## src/verilog/ehr_pkg.sv

```systemverilog
// Shared constants and carrier types of the error history recorder.
// Assumes a 12-bit Avalon-MM byte address, one 32-bit word per register.
`default_nettype none

package ehr_pkg;

  // Register word indexes; byte address is four times the index
  localparam logic [9:0]  IDX_PTR       = 10'h3c9;
  localparam logic [9:0]  IDX_REC_FIRST = 10'h3ca;
  localparam logic [9:0]  IDX_REC_LAST  = 10'h3e7;
  localparam logic [9:0]  IDX_CTRL      = 10'h3f0;
  localparam logic [9:0]  IDX_FAULT     = 10'h3f1;

  // Record area geometry
  localparam int          REC_WORDS     = 30;
  localparam int          WORDS_PER_REC = 3;
  localparam logic [3:0]  REC_MAX       = 4'ha;
  localparam logic [3:0]  PTR_RESET     = 4'h0;
  localparam logic [15:0] WORD_RESET    = 16'h0000;

  // Control word field positions
  localparam int          CTRL_EN_BIT   = 0;
  localparam int          CTRL_OVW_BIT  = 1;
  localparam int          CTRL_CLR_BIT  = 2;
  localparam int          CTRL_SMP_LSB  = 4;

  // Record code word markers and the cycle-time fatal code
  localparam logic [7:0]  MARK_FATAL    = 8'h80;
  localparam logic [7:0]  MARK_NONFATAL = 8'h00;
  localparam logic [7:0]  CODE_CYCLE    = 8'h9f;
  localparam logic [15:0] BCD_SAT       = 16'h9999;

  // One error report from the scan logic
  typedef struct packed {
    logic [7:0]  code;
    logic        fatal;
    logic [15:0] prog_addr;
  } ehr_err_t;

  // History control bits
  typedef struct packed {
    logic clear;
    logic overwrite;
    logic enable;
  } ehr_ctrl_t;

  // Word index from a byte address
  function automatic logic [9:0] reg_index(logic [11:0] a);
    return a[11:2];
  endfunction

  // First memory word of the record that follows pointer p
  function automatic logic [4:0] rec_base(logic [3:0] p);
    return 5'({1'b0, p} * 5'h03);
  endfunction

endpackage

`default_nettype wire

```

## src/verilog/ehr_bcd4.sv

```systemverilog
// Binary to four-digit BCD converter for the fault source address.
// Assumes a combinational use; values above 9999 saturate.
`default_nettype none
`timescale 1ns/100ps

module ehr_bcd4 (
  input  wire logic [15:0] bin,
  output logic      [15:0] bcd
);

  // Shift-and-add-three; four BCD digits build up above the sixteen input bits
  always_comb begin
    logic [31:0] sh;
    sh = {16'h0000, bin};
    for (int i = 0; i < 16; i++) begin
      for (int d = 0; d < 4; d++) begin
        if (sh[16 + 4*d +: 4] > 4'h4) begin
          sh[16 + 4*d +: 4] = 4'(sh[16 + 4*d +: 4] + 4'h3);
        end
      end
      sh = {sh[30:0], 1'b0};
    end
    if (bin > 16'h270f) begin
      bcd = ehr_pkg::BCD_SAT;
    end else begin
      bcd = sh[31:16];
    end
  end

endmodule

`default_nettype wire

```

## src/verilog/ehr_scan_ctrl.sv

```systemverilog
// Scan-cycle sampler for the history control bits.
// Assumes scan_tick is a one-cycle pulse from logic on clk.
`default_nettype none
`timescale 1ns/100ps

module ehr_scan_ctrl (
  input  wire logic              clk,
  input  wire logic              rst,
  input  wire logic              scan_tick,
  input  wire ehr_pkg::ehr_ctrl_t ctrl_in,
  output ehr_pkg::ehr_ctrl_t     ctrl_q,
  output logic                   clear_pulse
);

  // Sample once per scan; a falling clear bit under enable clears
  always_ff @(posedge clk or posedge rst) begin
    if (rst) begin
      ctrl_q      <= '0;
      clear_pulse <= 1'b0;
    end else begin
      clear_pulse <= scan_tick & ctrl_q.clear & ~ctrl_in.clear & ctrl_in.enable;
      if (scan_tick) begin
        ctrl_q <= ctrl_in;
      end
    end
  end

  chk_ctrl_sample: assert property (@(posedge clk) disable iff (rst)
    !scan_tick |=> ctrl_q == $past(ctrl_q))
    else $error("control bits changed outside a scan tick");

endmodule

`default_nettype wire

```

## src/verilog/ehr_recorder.sv

```systemverilog
// Error history recorder: ten three-word records, pointer, fault address.
// Assumes an Avalon-MM master on clk and a scan logic on the same clock.
//
// Contract
// - Keep up to ten records of three 16-bit words, back to back.
// - Pointer holds last stored record number, 0 empty, 1 to 10.
// - Word one: error code low byte, 00 or 80 fatal marker high.
// - Word two minutes:seconds, word three day:hours from calendar words.
// - Capture system and user alarm codes only while enable is set.
// - Store after the pointed record, then increment the pointer.
// - Full with overwrite: shift records down, new one in record ten.
// - Full without overwrite: ignore further errors, keep records.
// - Clear on then off zeroes records and pointer.
// - Clear acts only with enable set; operator keeps enable on.
// - Time words valid only when a calendar clock is present.
// - Fatal alarm, including code 9F, gives BCD fault address, refreshed each scan.
// - Timestamp bytes are BCD copied from the calendar words.
// - Control bits are sampled once per scan cycle.
//
// Added by the designer: the Avalon-MM slave port.
`default_nettype none
`timescale 1ns/100ps

module ehr_recorder (
  input  wire logic              clk,
  input  wire logic              rst,
  input  wire logic [11:0]       avs_address,
  input  wire logic              avs_read,
  input  wire logic              avs_write,
  input  wire logic [31:0]       avs_writedata,
  output logic      [31:0]       avs_readdata,
  output logic                   avs_waitrequest,
  input  wire logic              scan_tick,
  input  wire logic              err_strobe,
  input  wire ehr_pkg::ehr_err_t err,
  input  wire logic [15:0]       calendar_sec_min_word,
  input  wire logic [15:0]       calendar_hour_day_word,
  input  wire logic              clock_present,
  output logic      [15:0]       fault_source_address_word,
  output logic                   history_full
);

  logic [15:0]        rec_mem [0:ehr_pkg::REC_WORDS-1];
  logic [3:0]         ptr;
  ehr_pkg::ehr_ctrl_t ctrl_reg;
  ehr_pkg::ehr_ctrl_t ctrl_q;
  logic               clear_pulse;
  logic               ack;
  logic [9:0]         idx;
  logic [9:0]         rec_off;
  logic               sw_wr;
  logic               sw_wr_rec;
  logic               sw_wr_ptr;
  logic [31:0]        next_readdata;
  logic               capture;
  logic               is_fatal;
  logic               do_append;
  logic               do_shift;
  logic [4:0]         base;
  logic [15:0]        new_w0;
  logic [15:0]        new_w1;
  logic [15:0]        new_w2;
  logic               fault_seen;
  logic [15:0]        fault_bin;
  logic [15:0]        fault_bcd;

  // Control bits sampled per scan, clear pulse on release
  ehr_scan_ctrl u_scan_ctrl (
    .clk         (clk),
    .rst         (rst),
    .scan_tick   (scan_tick),
    .ctrl_in     (ctrl_reg),
    .ctrl_q      (ctrl_q),
    .clear_pulse (clear_pulse)
  );

  // Fault address conversion to BCD
  ehr_bcd4 u_bcd4 (
    .bin (fault_bin),
    .bcd (fault_bcd)
  );

  // Bus decode; one wait cycle, answer at the second edge
  assign avs_waitrequest = ~ack;
  assign idx       = ehr_pkg::reg_index(avs_address);
  assign rec_off   = idx - ehr_pkg::IDX_REC_FIRST;
  assign sw_wr     = avs_write & ack;
  assign sw_wr_rec = sw_wr & (idx >= ehr_pkg::IDX_REC_FIRST) & (idx <= ehr_pkg::IDX_REC_LAST);
  assign sw_wr_ptr = sw_wr & (idx == ehr_pkg::IDX_PTR);

  // Request acknowledge toggles so every access takes two edges
  always_ff @(posedge clk or posedge rst) begin
    if (rst) begin
      ack <= 1'b0;
    end else begin
      ack <= (avs_read | avs_write) & ~ack;
    end
  end

  // Read mux; unmapped words read as zero
  always_comb begin
    next_readdata = 32'h0000_0000;
    if (idx == ehr_pkg::IDX_PTR) begin
      next_readdata = {28'h000_0000, ptr};
    end else if (idx >= ehr_pkg::IDX_REC_FIRST && idx <= ehr_pkg::IDX_REC_LAST) begin
      next_readdata = {16'h0000, rec_mem[rec_off[4:0]]};
    end else if (idx == ehr_pkg::IDX_CTRL) begin
      next_readdata = {25'h000_0000, ctrl_q, 1'b0, ctrl_reg};
    end else if (idx == ehr_pkg::IDX_FAULT) begin
      next_readdata = {16'h0000, fault_source_address_word};
    end
  end

  // Read data held from the first request cycle
  always_ff @(posedge clk or posedge rst) begin
    if (rst) begin
      avs_readdata <= 32'h0000_0000;
    end else if (avs_read & ~ack) begin
      avs_readdata <= next_readdata;
    end
  end

  // Control register written by software
  always_ff @(posedge clk or posedge rst) begin
    if (rst) begin
      ctrl_reg <= '0;
    end else if (sw_wr & (idx == ehr_pkg::IDX_CTRL)) begin
      ctrl_reg.enable    <= avs_writedata[ehr_pkg::CTRL_EN_BIT];
      ctrl_reg.overwrite <= avs_writedata[ehr_pkg::CTRL_OVW_BIT];
      ctrl_reg.clear     <= avs_writedata[ehr_pkg::CTRL_CLR_BIT];
    end
  end

  // Capture decision and new record words
  assign capture   = err_strobe & ctrl_q.enable;
  assign is_fatal  = err.fatal | (err.code == ehr_pkg::CODE_CYCLE);
  assign do_append = capture & (ptr < ehr_pkg::REC_MAX);
  assign do_shift  = capture & (ptr == ehr_pkg::REC_MAX) & ctrl_q.overwrite;
  assign base      = ehr_pkg::rec_base(ptr);
  assign new_w0    = {(is_fatal ? ehr_pkg::MARK_FATAL : ehr_pkg::MARK_NONFATAL), err.code};
  assign new_w1    = clock_present ? calendar_sec_min_word : ehr_pkg::WORD_RESET;
  assign new_w2    = clock_present ? calendar_hour_day_word : ehr_pkg::WORD_RESET;
  assign history_full = (ptr == ehr_pkg::REC_MAX);

  // Record memory; clear beats capture beats software write
  always_ff @(posedge clk or posedge rst) begin
    if (rst) begin
      for (int i = 0; i < ehr_pkg::REC_WORDS; i++) begin
        rec_mem[i] <= ehr_pkg::WORD_RESET;
      end
    end else if (clear_pulse) begin
      for (int i = 0; i < ehr_pkg::REC_WORDS; i++) begin
        rec_mem[i] <= ehr_pkg::WORD_RESET;
      end
    end else if (do_append) begin
      rec_mem[base]         <= new_w0;
      rec_mem[5'(base + 1)] <= new_w1;
      rec_mem[5'(base + 2)] <= new_w2;
    end else if (do_shift) begin
      for (int i = 0; i < ehr_pkg::REC_WORDS - ehr_pkg::WORDS_PER_REC; i++) begin
        rec_mem[i] <= rec_mem[i + ehr_pkg::WORDS_PER_REC];
      end
      rec_mem[ehr_pkg::REC_WORDS-3] <= new_w0;
      rec_mem[ehr_pkg::REC_WORDS-2] <= new_w1;
      rec_mem[ehr_pkg::REC_WORDS-1] <= new_w2;
    end else if (sw_wr_rec) begin
      rec_mem[rec_off[4:0]] <= avs_writedata[15:0];
    end
  end

  // Record pointer; full pointer stays put on shift or ignore
  always_ff @(posedge clk or posedge rst) begin
    if (rst) begin
      ptr <= ehr_pkg::PTR_RESET;
    end else if (clear_pulse) begin
      ptr <= ehr_pkg::PTR_RESET;
    end else if (do_append) begin
      ptr <= 4'(ptr + 4'h1);
    end else if (sw_wr_ptr && !capture) begin
      ptr <= (avs_writedata[15:0] > {12'h000, ehr_pkg::REC_MAX}) ? ehr_pkg::REC_MAX : avs_writedata[3:0];
    end
  end

  // Fatal program address latch
  always_ff @(posedge clk or posedge rst) begin
    if (rst) begin
      fault_seen <= 1'b0;
      fault_bin  <= 16'h0000;
    end else if (err_strobe & is_fatal) begin
      fault_seen <= 1'b1;
      fault_bin  <= err.prog_addr;
    end
  end

  // Fault address word refreshed every scan once a fatal occurred
  always_ff @(posedge clk or posedge rst) begin
    if (rst) begin
      fault_source_address_word <= 16'h0000;
    end else if (scan_tick & fault_seen) begin
      fault_source_address_word <= fault_bcd;
    end
  end

  // Checks on the recorder behaviour
  chk_ptr_range: assert property (@(posedge clk) disable iff (rst)
    ptr <= ehr_pkg::REC_MAX)
    else $error("record pointer above ten");

  chk_append_ptr: assert property (@(posedge clk) disable iff (rst)
    do_append && !clear_pulse |=> ptr == 4'($past(ptr) + 4'h1))
    else $error("pointer did not advance after a capture");

  chk_code_word: assert property (@(posedge clk) disable iff (rst)
    do_append && !clear_pulse |=> rec_mem[$past(base)] == $past(new_w0))
    else $error("code word wrong after a capture");

  chk_time_words: assert property (@(posedge clk) disable iff (rst)
    do_append && clock_present && !clear_pulse
      |=> rec_mem[5'($past(base) + 1)] == $past(calendar_sec_min_word)
          && rec_mem[5'($past(base) + 2)] == $past(calendar_hour_day_word))
    else $error("time words do not match the calendar");

  chk_no_clock: assert property (@(posedge clk) disable iff (rst)
    do_append && !clock_present && !clear_pulse |=> rec_mem[5'($past(base) + 1)] == 16'h0000)
    else $error("time word set without a calendar clock");

  chk_disabled_ignore: assert property (@(posedge clk) disable iff (rst)
    err_strobe && !ctrl_q.enable && !clear_pulse && !sw_wr_ptr |=> ptr == $past(ptr))
    else $error("error captured while history disabled");

  chk_shift_keep: assert property (@(posedge clk) disable iff (rst)
    do_shift && !clear_pulse
      |=> ptr == ehr_pkg::REC_MAX && rec_mem[0] == $past(rec_mem[3])
          && rec_mem[ehr_pkg::REC_WORDS-3] == $past(new_w0))
    else $error("overwrite shift wrong");

  chk_full_hold: assert property (@(posedge clk) disable iff (rst)
    capture && history_full && !ctrl_q.overwrite && !clear_pulse && !sw_wr
      |=> ptr == ehr_pkg::REC_MAX && rec_mem[ehr_pkg::REC_WORDS-3] == $past(rec_mem[ehr_pkg::REC_WORDS-3]))
    else $error("full history changed without overwrite");

  chk_clear_zero: assert property (@(posedge clk) disable iff (rst)
    clear_pulse |=> ptr == 4'h0 && rec_mem[0] == 16'h0000 && rec_mem[ehr_pkg::REC_WORDS-1] == 16'h0000)
    else $error("clear left data behind");

  chk_clear_enable: assert property (@(posedge clk) disable iff (rst)
    clear_pulse |-> ctrl_q.enable)
    else $error("clear acted while history disabled");

  chk_fault_bcd: assert property (@(posedge clk) disable iff (rst)
    scan_tick && fault_seen |=> fault_source_address_word == $past(fault_bcd))
    else $error("fault address word not refreshed");

  chk_bus_wait: assert property (@(posedge clk) disable iff (rst)
    (avs_read || avs_write) && !ack |-> avs_waitrequest ##1 !avs_waitrequest)
    else $error("bus answer not after one wait cycle");

  // Bus answer, record word write and full-history pointer checks
  chk_read_stand: assert property (@(posedge clk) disable iff (rst)
    ack |=> avs_readdata == $past(avs_readdata))
    else $error("read data moved during the answer cycle");

  chk_single_wait: assert property (@(posedge clk) disable iff (rst)
    ack |=> !ack)
    else $error("bus answer lasted more than one cycle");

  chk_ptr_readback: assert property (@(posedge clk) disable iff (rst)
    ack && avs_read && idx == ehr_pkg::IDX_PTR |-> avs_readdata == {28'h000_0000, $past(ptr)})
    else $error("pointer read back wrong");

  chk_sw_rec_write: assert property (@(posedge clk) disable iff (rst)
    sw_wr_rec && !clear_pulse && !do_append && !do_shift
      |=> rec_mem[$past(rec_off[4:0])] == $past(avs_writedata[15:0]))
    else $error("record word write lost");

  chk_full_stay: assert property (@(posedge clk) disable iff (rst)
    capture && history_full && !clear_pulse |=> history_full)
    else $error("pointer left ten on a capture when full");

  // Fault address and cycle-time fatal marker checks
  chk_fault_latch: assert property (@(posedge clk) disable iff (rst)
    err_strobe && is_fatal |=> fault_seen && fault_bin == $past(err.prog_addr))
    else $error("fatal program address not latched");

  chk_bcd_digits: assert property (@(posedge clk) disable iff (rst)
    fault_bcd[15:12] <= 4'h9 && fault_bcd[11:8] <= 4'h9 && fault_bcd[7:4] <= 4'h9 && fault_bcd[3:0] <= 4'h9)
    else $error("fault address digit not decimal");

  chk_fault_idle: assert property (@(posedge clk) disable iff (rst)
    !fault_seen |-> fault_source_address_word == 16'h0000)
    else $error("fault address word set without a fatal alarm");

  chk_cycle_marker: assert property (@(posedge clk) disable iff (rst)
    do_shift && err.code == ehr_pkg::CODE_CYCLE && !clear_pulse
      |=> rec_mem[ehr_pkg::REC_WORDS-3][15:8] == ehr_pkg::MARK_FATAL)
    else $error("cycle-time code stored as non-fatal");

  cov_append:   cover property (@(posedge clk) disable iff (rst) do_append);
  cov_shift:    cover property (@(posedge clk) disable iff (rst) do_shift);
  cov_clear:    cover property (@(posedge clk) disable iff (rst) clear_pulse);
  cov_ignored:  cover property (@(posedge clk) disable iff (rst) capture && history_full && !ctrl_q.overwrite);
  cov_fault:    cover property (@(posedge clk) disable iff (rst) scan_tick && fault_seen);

endmodule

`default_nettype wire

```

## config.mk

```make
export PLATFORM = sky130hd
export DESIGN_NAME = ehr_recorder
export DESIGN_NICKNAME = d
export VERILOG_FILES = /design/src/verilog/ehr_pkg.sv /design/src/verilog/ehr_bcd4.sv /design/src/verilog/ehr_scan_ctrl.sv /design/src/verilog/ehr_recorder.sv
export SDC_FILE = /design/constraint.sdc
export NUM_CORES = 2
export LEC_CHECK = 0
export ABC_AREA = 1
export BUFFER_PORTS_ARGS = -buffer_cell sky130_fd_sc_hd__buf_2
export CELL_PAD_IN_SITES_DETAIL_PLACEMENT = 0
export CELL_PAD_IN_SITES_GLOBAL_PLACEMENT = 1
export CORE_MARGIN = 8
export CORE_UTILIZATION = 50
export DETAILED_ROUTE_END_ITERATION = 16
export PLACE_DENSITY_LB_ADDON = 0.1
export SLEW_MARGIN = 20
export SYNTH_ARGS = -nofsm -noshare
export SYNTH_HDL_FRONTEND = slang
export SYNTH_SLANG_ARGS = --single-unit
```

## constraint.sdc

```tcl
create_clock -name clk -period 29.3 [get_ports clk]
set_clock_uncertainty 0.2 [all_clocks]
set_input_delay 0 -clock clk [delete_from_list [all_inputs] [get_ports clk]]
set_output_delay 0 -clock clk [all_outputs]
set_load 0.05 [all_outputs]
```

==> impl_metrics.csv <==
group,metric,value,unit
status,status,"completed",
power_and_ir_drop,irDropWorstVdd,0.00113,V
hold_path,holdCritPathClass,"input pin to register",
floorplan,start_util,50.3,%
hold_path,worstHoldPathCells,4,
critical_path,crit_family,"simple AND/OR/NAND/NOR gates",
critical_path,rr_startpoint,"fault_bin[13]",
synth,synthCells,6545,
floorplan,row_count,110,
synth,synth_warnings,0,
clock_network,cts_tree,"done",
synth,synth_async_sr_flop_share,100,%
synth,seq_area_frac_synth,30.1,%
placed_design,pre_cts_ws,21700,ps
floorplan,die-area,99900,um2
drt,drcViolationCount,0,
floorplan,die_w,316,um
critical_path,slowest_delay,380,ps
power_and_ir_drop,clkPwrFrac,11.2,%
clock_network,clock_latency,670,ps
clock_network,clockBufferDepth,3,
global_route,grt_pass1_vias,51600,
global_route,grt_antenna_before_repair,4,
job,drv_cap,0,
critical_path,worstRegToRegCells,55,
placed_design,place_hpwl,157000,um
power_and_ir_drop,p_sw_share,58.8,%
critical_path,slowest_stage,"dfrtp_1",
timing,relSlewSlack,19.5,%
drt,viasPerCell,7.32,
cells_and_area,regMostFlops,"rec_mem",
power_and_ir_drop,p_int,3320,uW
timing,whs,19.8,ps
global_route,grt_pass1_wl,346000,um
synth,synth_edf_count,0,
hold_path,whs_endpoint,"u_scan_ctrl.ctrl_q[2]",
power_and_ir_drop,switchingPower,4730,uW
critical_path,cp.required,29630,ps
placed_design,place_congestion,0.999,
critical_path,crit_buf_inv,9,
cells_and_area,postLayoutCoreUtil,55.7,%
cells_and_area,largest_reg_flops,480,
critical_path,endpoint_kind,"register",
critical_path,crit_top_cell,"nand2_1",
power_and_ir_drop,power_density,161,nW/um2
synth,yosys.cell_types.count,54,
global_route,grt-ovfl-total,0,
critical_path,critPathKind,"register to register",
timing,worstMarginPinSlew,1210,ps
timing,rsz0062_at_grt,"no",
critical_path,timing.rr.end,"fault_source_address_word[14]",
synth,synthFlopType,"dfrtp_1",
clock_network,cts_buffers,71,
critical_path,critPathLaunchType,"register",
timing,period_needed,7760,ps
synth,syn_area_per_cell,6.88,um2
clock_network,htreeDepth,3,
critical_path,cp.arrival,8100,ps
timing,fmax,129,MHz
drt,routed_wl,240000,um
timing,finalSetupViolCount,0,
cells_and_area,design_area,49900,um2
timing,drv_slew,0,
floorplan,die_h,316,um
hold_path,hp-start,"scan_tick",
clock_network,clock-root-buffer,"clkbuf_16",
timing,hold_violations,0,
power_and_ir_drop,p_leak,0.0209,uW
cells_and_area,drive_gt1_share,8.65,%
drt,avgRoutedWirePerCell,31.4,um
global_route,grt_max_degree,227,
cells_and_area,synthToLayoutAreaGrowth,10.7,%
clock_network,post_cts_resized,0,
clock_network,clkTransAtPathRegs,70,ps
synth,syn-cell-area,45000,um2
global_route,grtUsageTotal,46.0,%
drt,antenna_left,0,
drt,first_pass_iters,8,
cells_and_area,fin_nets,6549,
power_and_ir_drop,p_comb_share,78.8,%
floorplan,core_area,89600,um2
timing,min_period_over_period,26.5,%
placed_design,port_buffers,123,
power_and_ir_drop,power_frac_seq,10.0,%
floorplan,pin_count,158,
clock_network,cts_sinks,541,
cells_and_area,most-common-layout-cells,"1167 x o21ai_0, 915 x nand2_1, 679 x inv_1, 541 x dfrtp_1, 392 x o221ai_1",
cells_and_area,final_common_cell,"o21ai_0",
placed_design,dpl_cell_area,46100,um2
synth,ys_ff_latch,541,
drt,vias,55900,
drt,drtIter0Drc,10400,
critical_path,regToRegSetupSlack,21540,ps
timing,fin_ws,21540,ps
clock_network,post-cts-setup-buffer-count,0,
critical_path,crit_fanout,5,
timing,fin_tns_setup,0,ps
-- layer usage --
layer	up-vias	wire length [um]	track usage, %
li1	23500	-	-
met2	4995	92600	62.1
met5	-	33	0
met4	4	19100	29.8
met3	1192	38200	17.5
met1	26200	89900	60.7
-- stage by stage --
step                      power, uW  instances
after detailed placement       7060       7362
after floorplan                5850       6560
final                          8050       7632
after global routing           8990       7628
after CTS                      8000       7628
after global placement         6880       7362
-- kinds of logic (layout without fill, tap and decap cells) --
logic type,count (synthesis),in the layout,share of synthesized area (%)
simple gates,1893,1893,18.7
compound gates,2645,2645,37.8
xor+xnor,19,19,0.436
mux,10,10,0.250
buf+inv,1400,1292,11.8
fa+ha+maj,36,36,1.02
other cells,1,20,0.00833
flops,541,541,30.1
-- power groups by stage --
stage / clock [uW] / combinational [uW] / sequential, uW
3_5_place_dp: 0 / 6250 / 819
4_1_cts: 897 / 6300 / 806
6_report: 899 / 6350 / 807
3_3_place_gp: 0 / 6060 / 818
5_1_grt: 924 / 7260 / 809
2_1_floorplan: 0 / 5030 / 823
-- synth_stat cells, types with 9 or more instances --
cell / n / area (um2)
o41ai_1: 17 / 149
nand2_4: 17 / 191
o22ai_1: 129 / 807
xor2_1: 9 / 78.8
o21ai_0: 1168 / 5850
a221oi_1: 112 / 981
o221ai_1: 392 / 3430
clkinv_1: 17 / 63.8
inv_2: 23 / 86.3
nand3_1: 278 / 1390
nand4_1: 167 / 1040
a22oi_1: 20 / 150
inv_1: 691 / 2590
nand2_2: 39 / 244
mux2_2: 10 / 113
o2111ai_1: 193 / 1690
a22o_1: 9 / 78.8
dfrtp_1: 541 / 13500
buf_1: 27 / 101
clkbuf_1: 624 / 2340
a31oi_1: 27 / 169
nor3_1: 144 / 721
ha_1: 35 / 438
nand2_1: 926 / 3480
a21oi_1: 294 / 1470
nor2_1: 291 / 1090
buf_4: 16 / 120
nand3_2: 12 / 120
a32o_1: 33 / 330
o211ai_1: 213 / 1600
-- final cells by class --
class / count / area [um2]
antenna: 4 / 10.0
clock inverter: 15 / 116
tap: 1176 / 1470
fill: 8815 / 39700
inverter: 731 / 2770
timing repair buffer: 441 / 3430
sequential: 541 / 13500
multi-input combinational: 4619 / 26400
clock buffer: 105 / 2150
-- tightest hold or removal path: cells and delay by family --
family          cells  cell delay (ps)
buf+inv             2              710
simple gates        1               60
compound gates      1               60
-- worst max path at each step --
| stage | from | end | depth (start not counted) |
|---|---|---|---|
| 6_report | fault_bin[13] | fault_source_address_word[14] | 55 |
| 5_1_grt | fault_bin[13] | fault_source_address_word[14] | 55 |
| 4_1_cts | fault_bin[13] | fault_source_address_word[14] | 55 |
| 3_5_place_dp | fault_bin[13] | fault_source_address_word[14] | 55 |
| 3_3_place_gp | fault_bin[13] | fault_source_address_word[14] | 55 |
| 2_1_floorplan | rst | ack | 1 |
-- timing repair --
| action | CTS | global route |
|---|---|---|
| endpoints found under the hold margin | 297 | 0 |
| hold buffers | 146 | 0 |
| endpoints found under the setup margin | 0 | 0 |
Power figures use the tool's default switching activity.
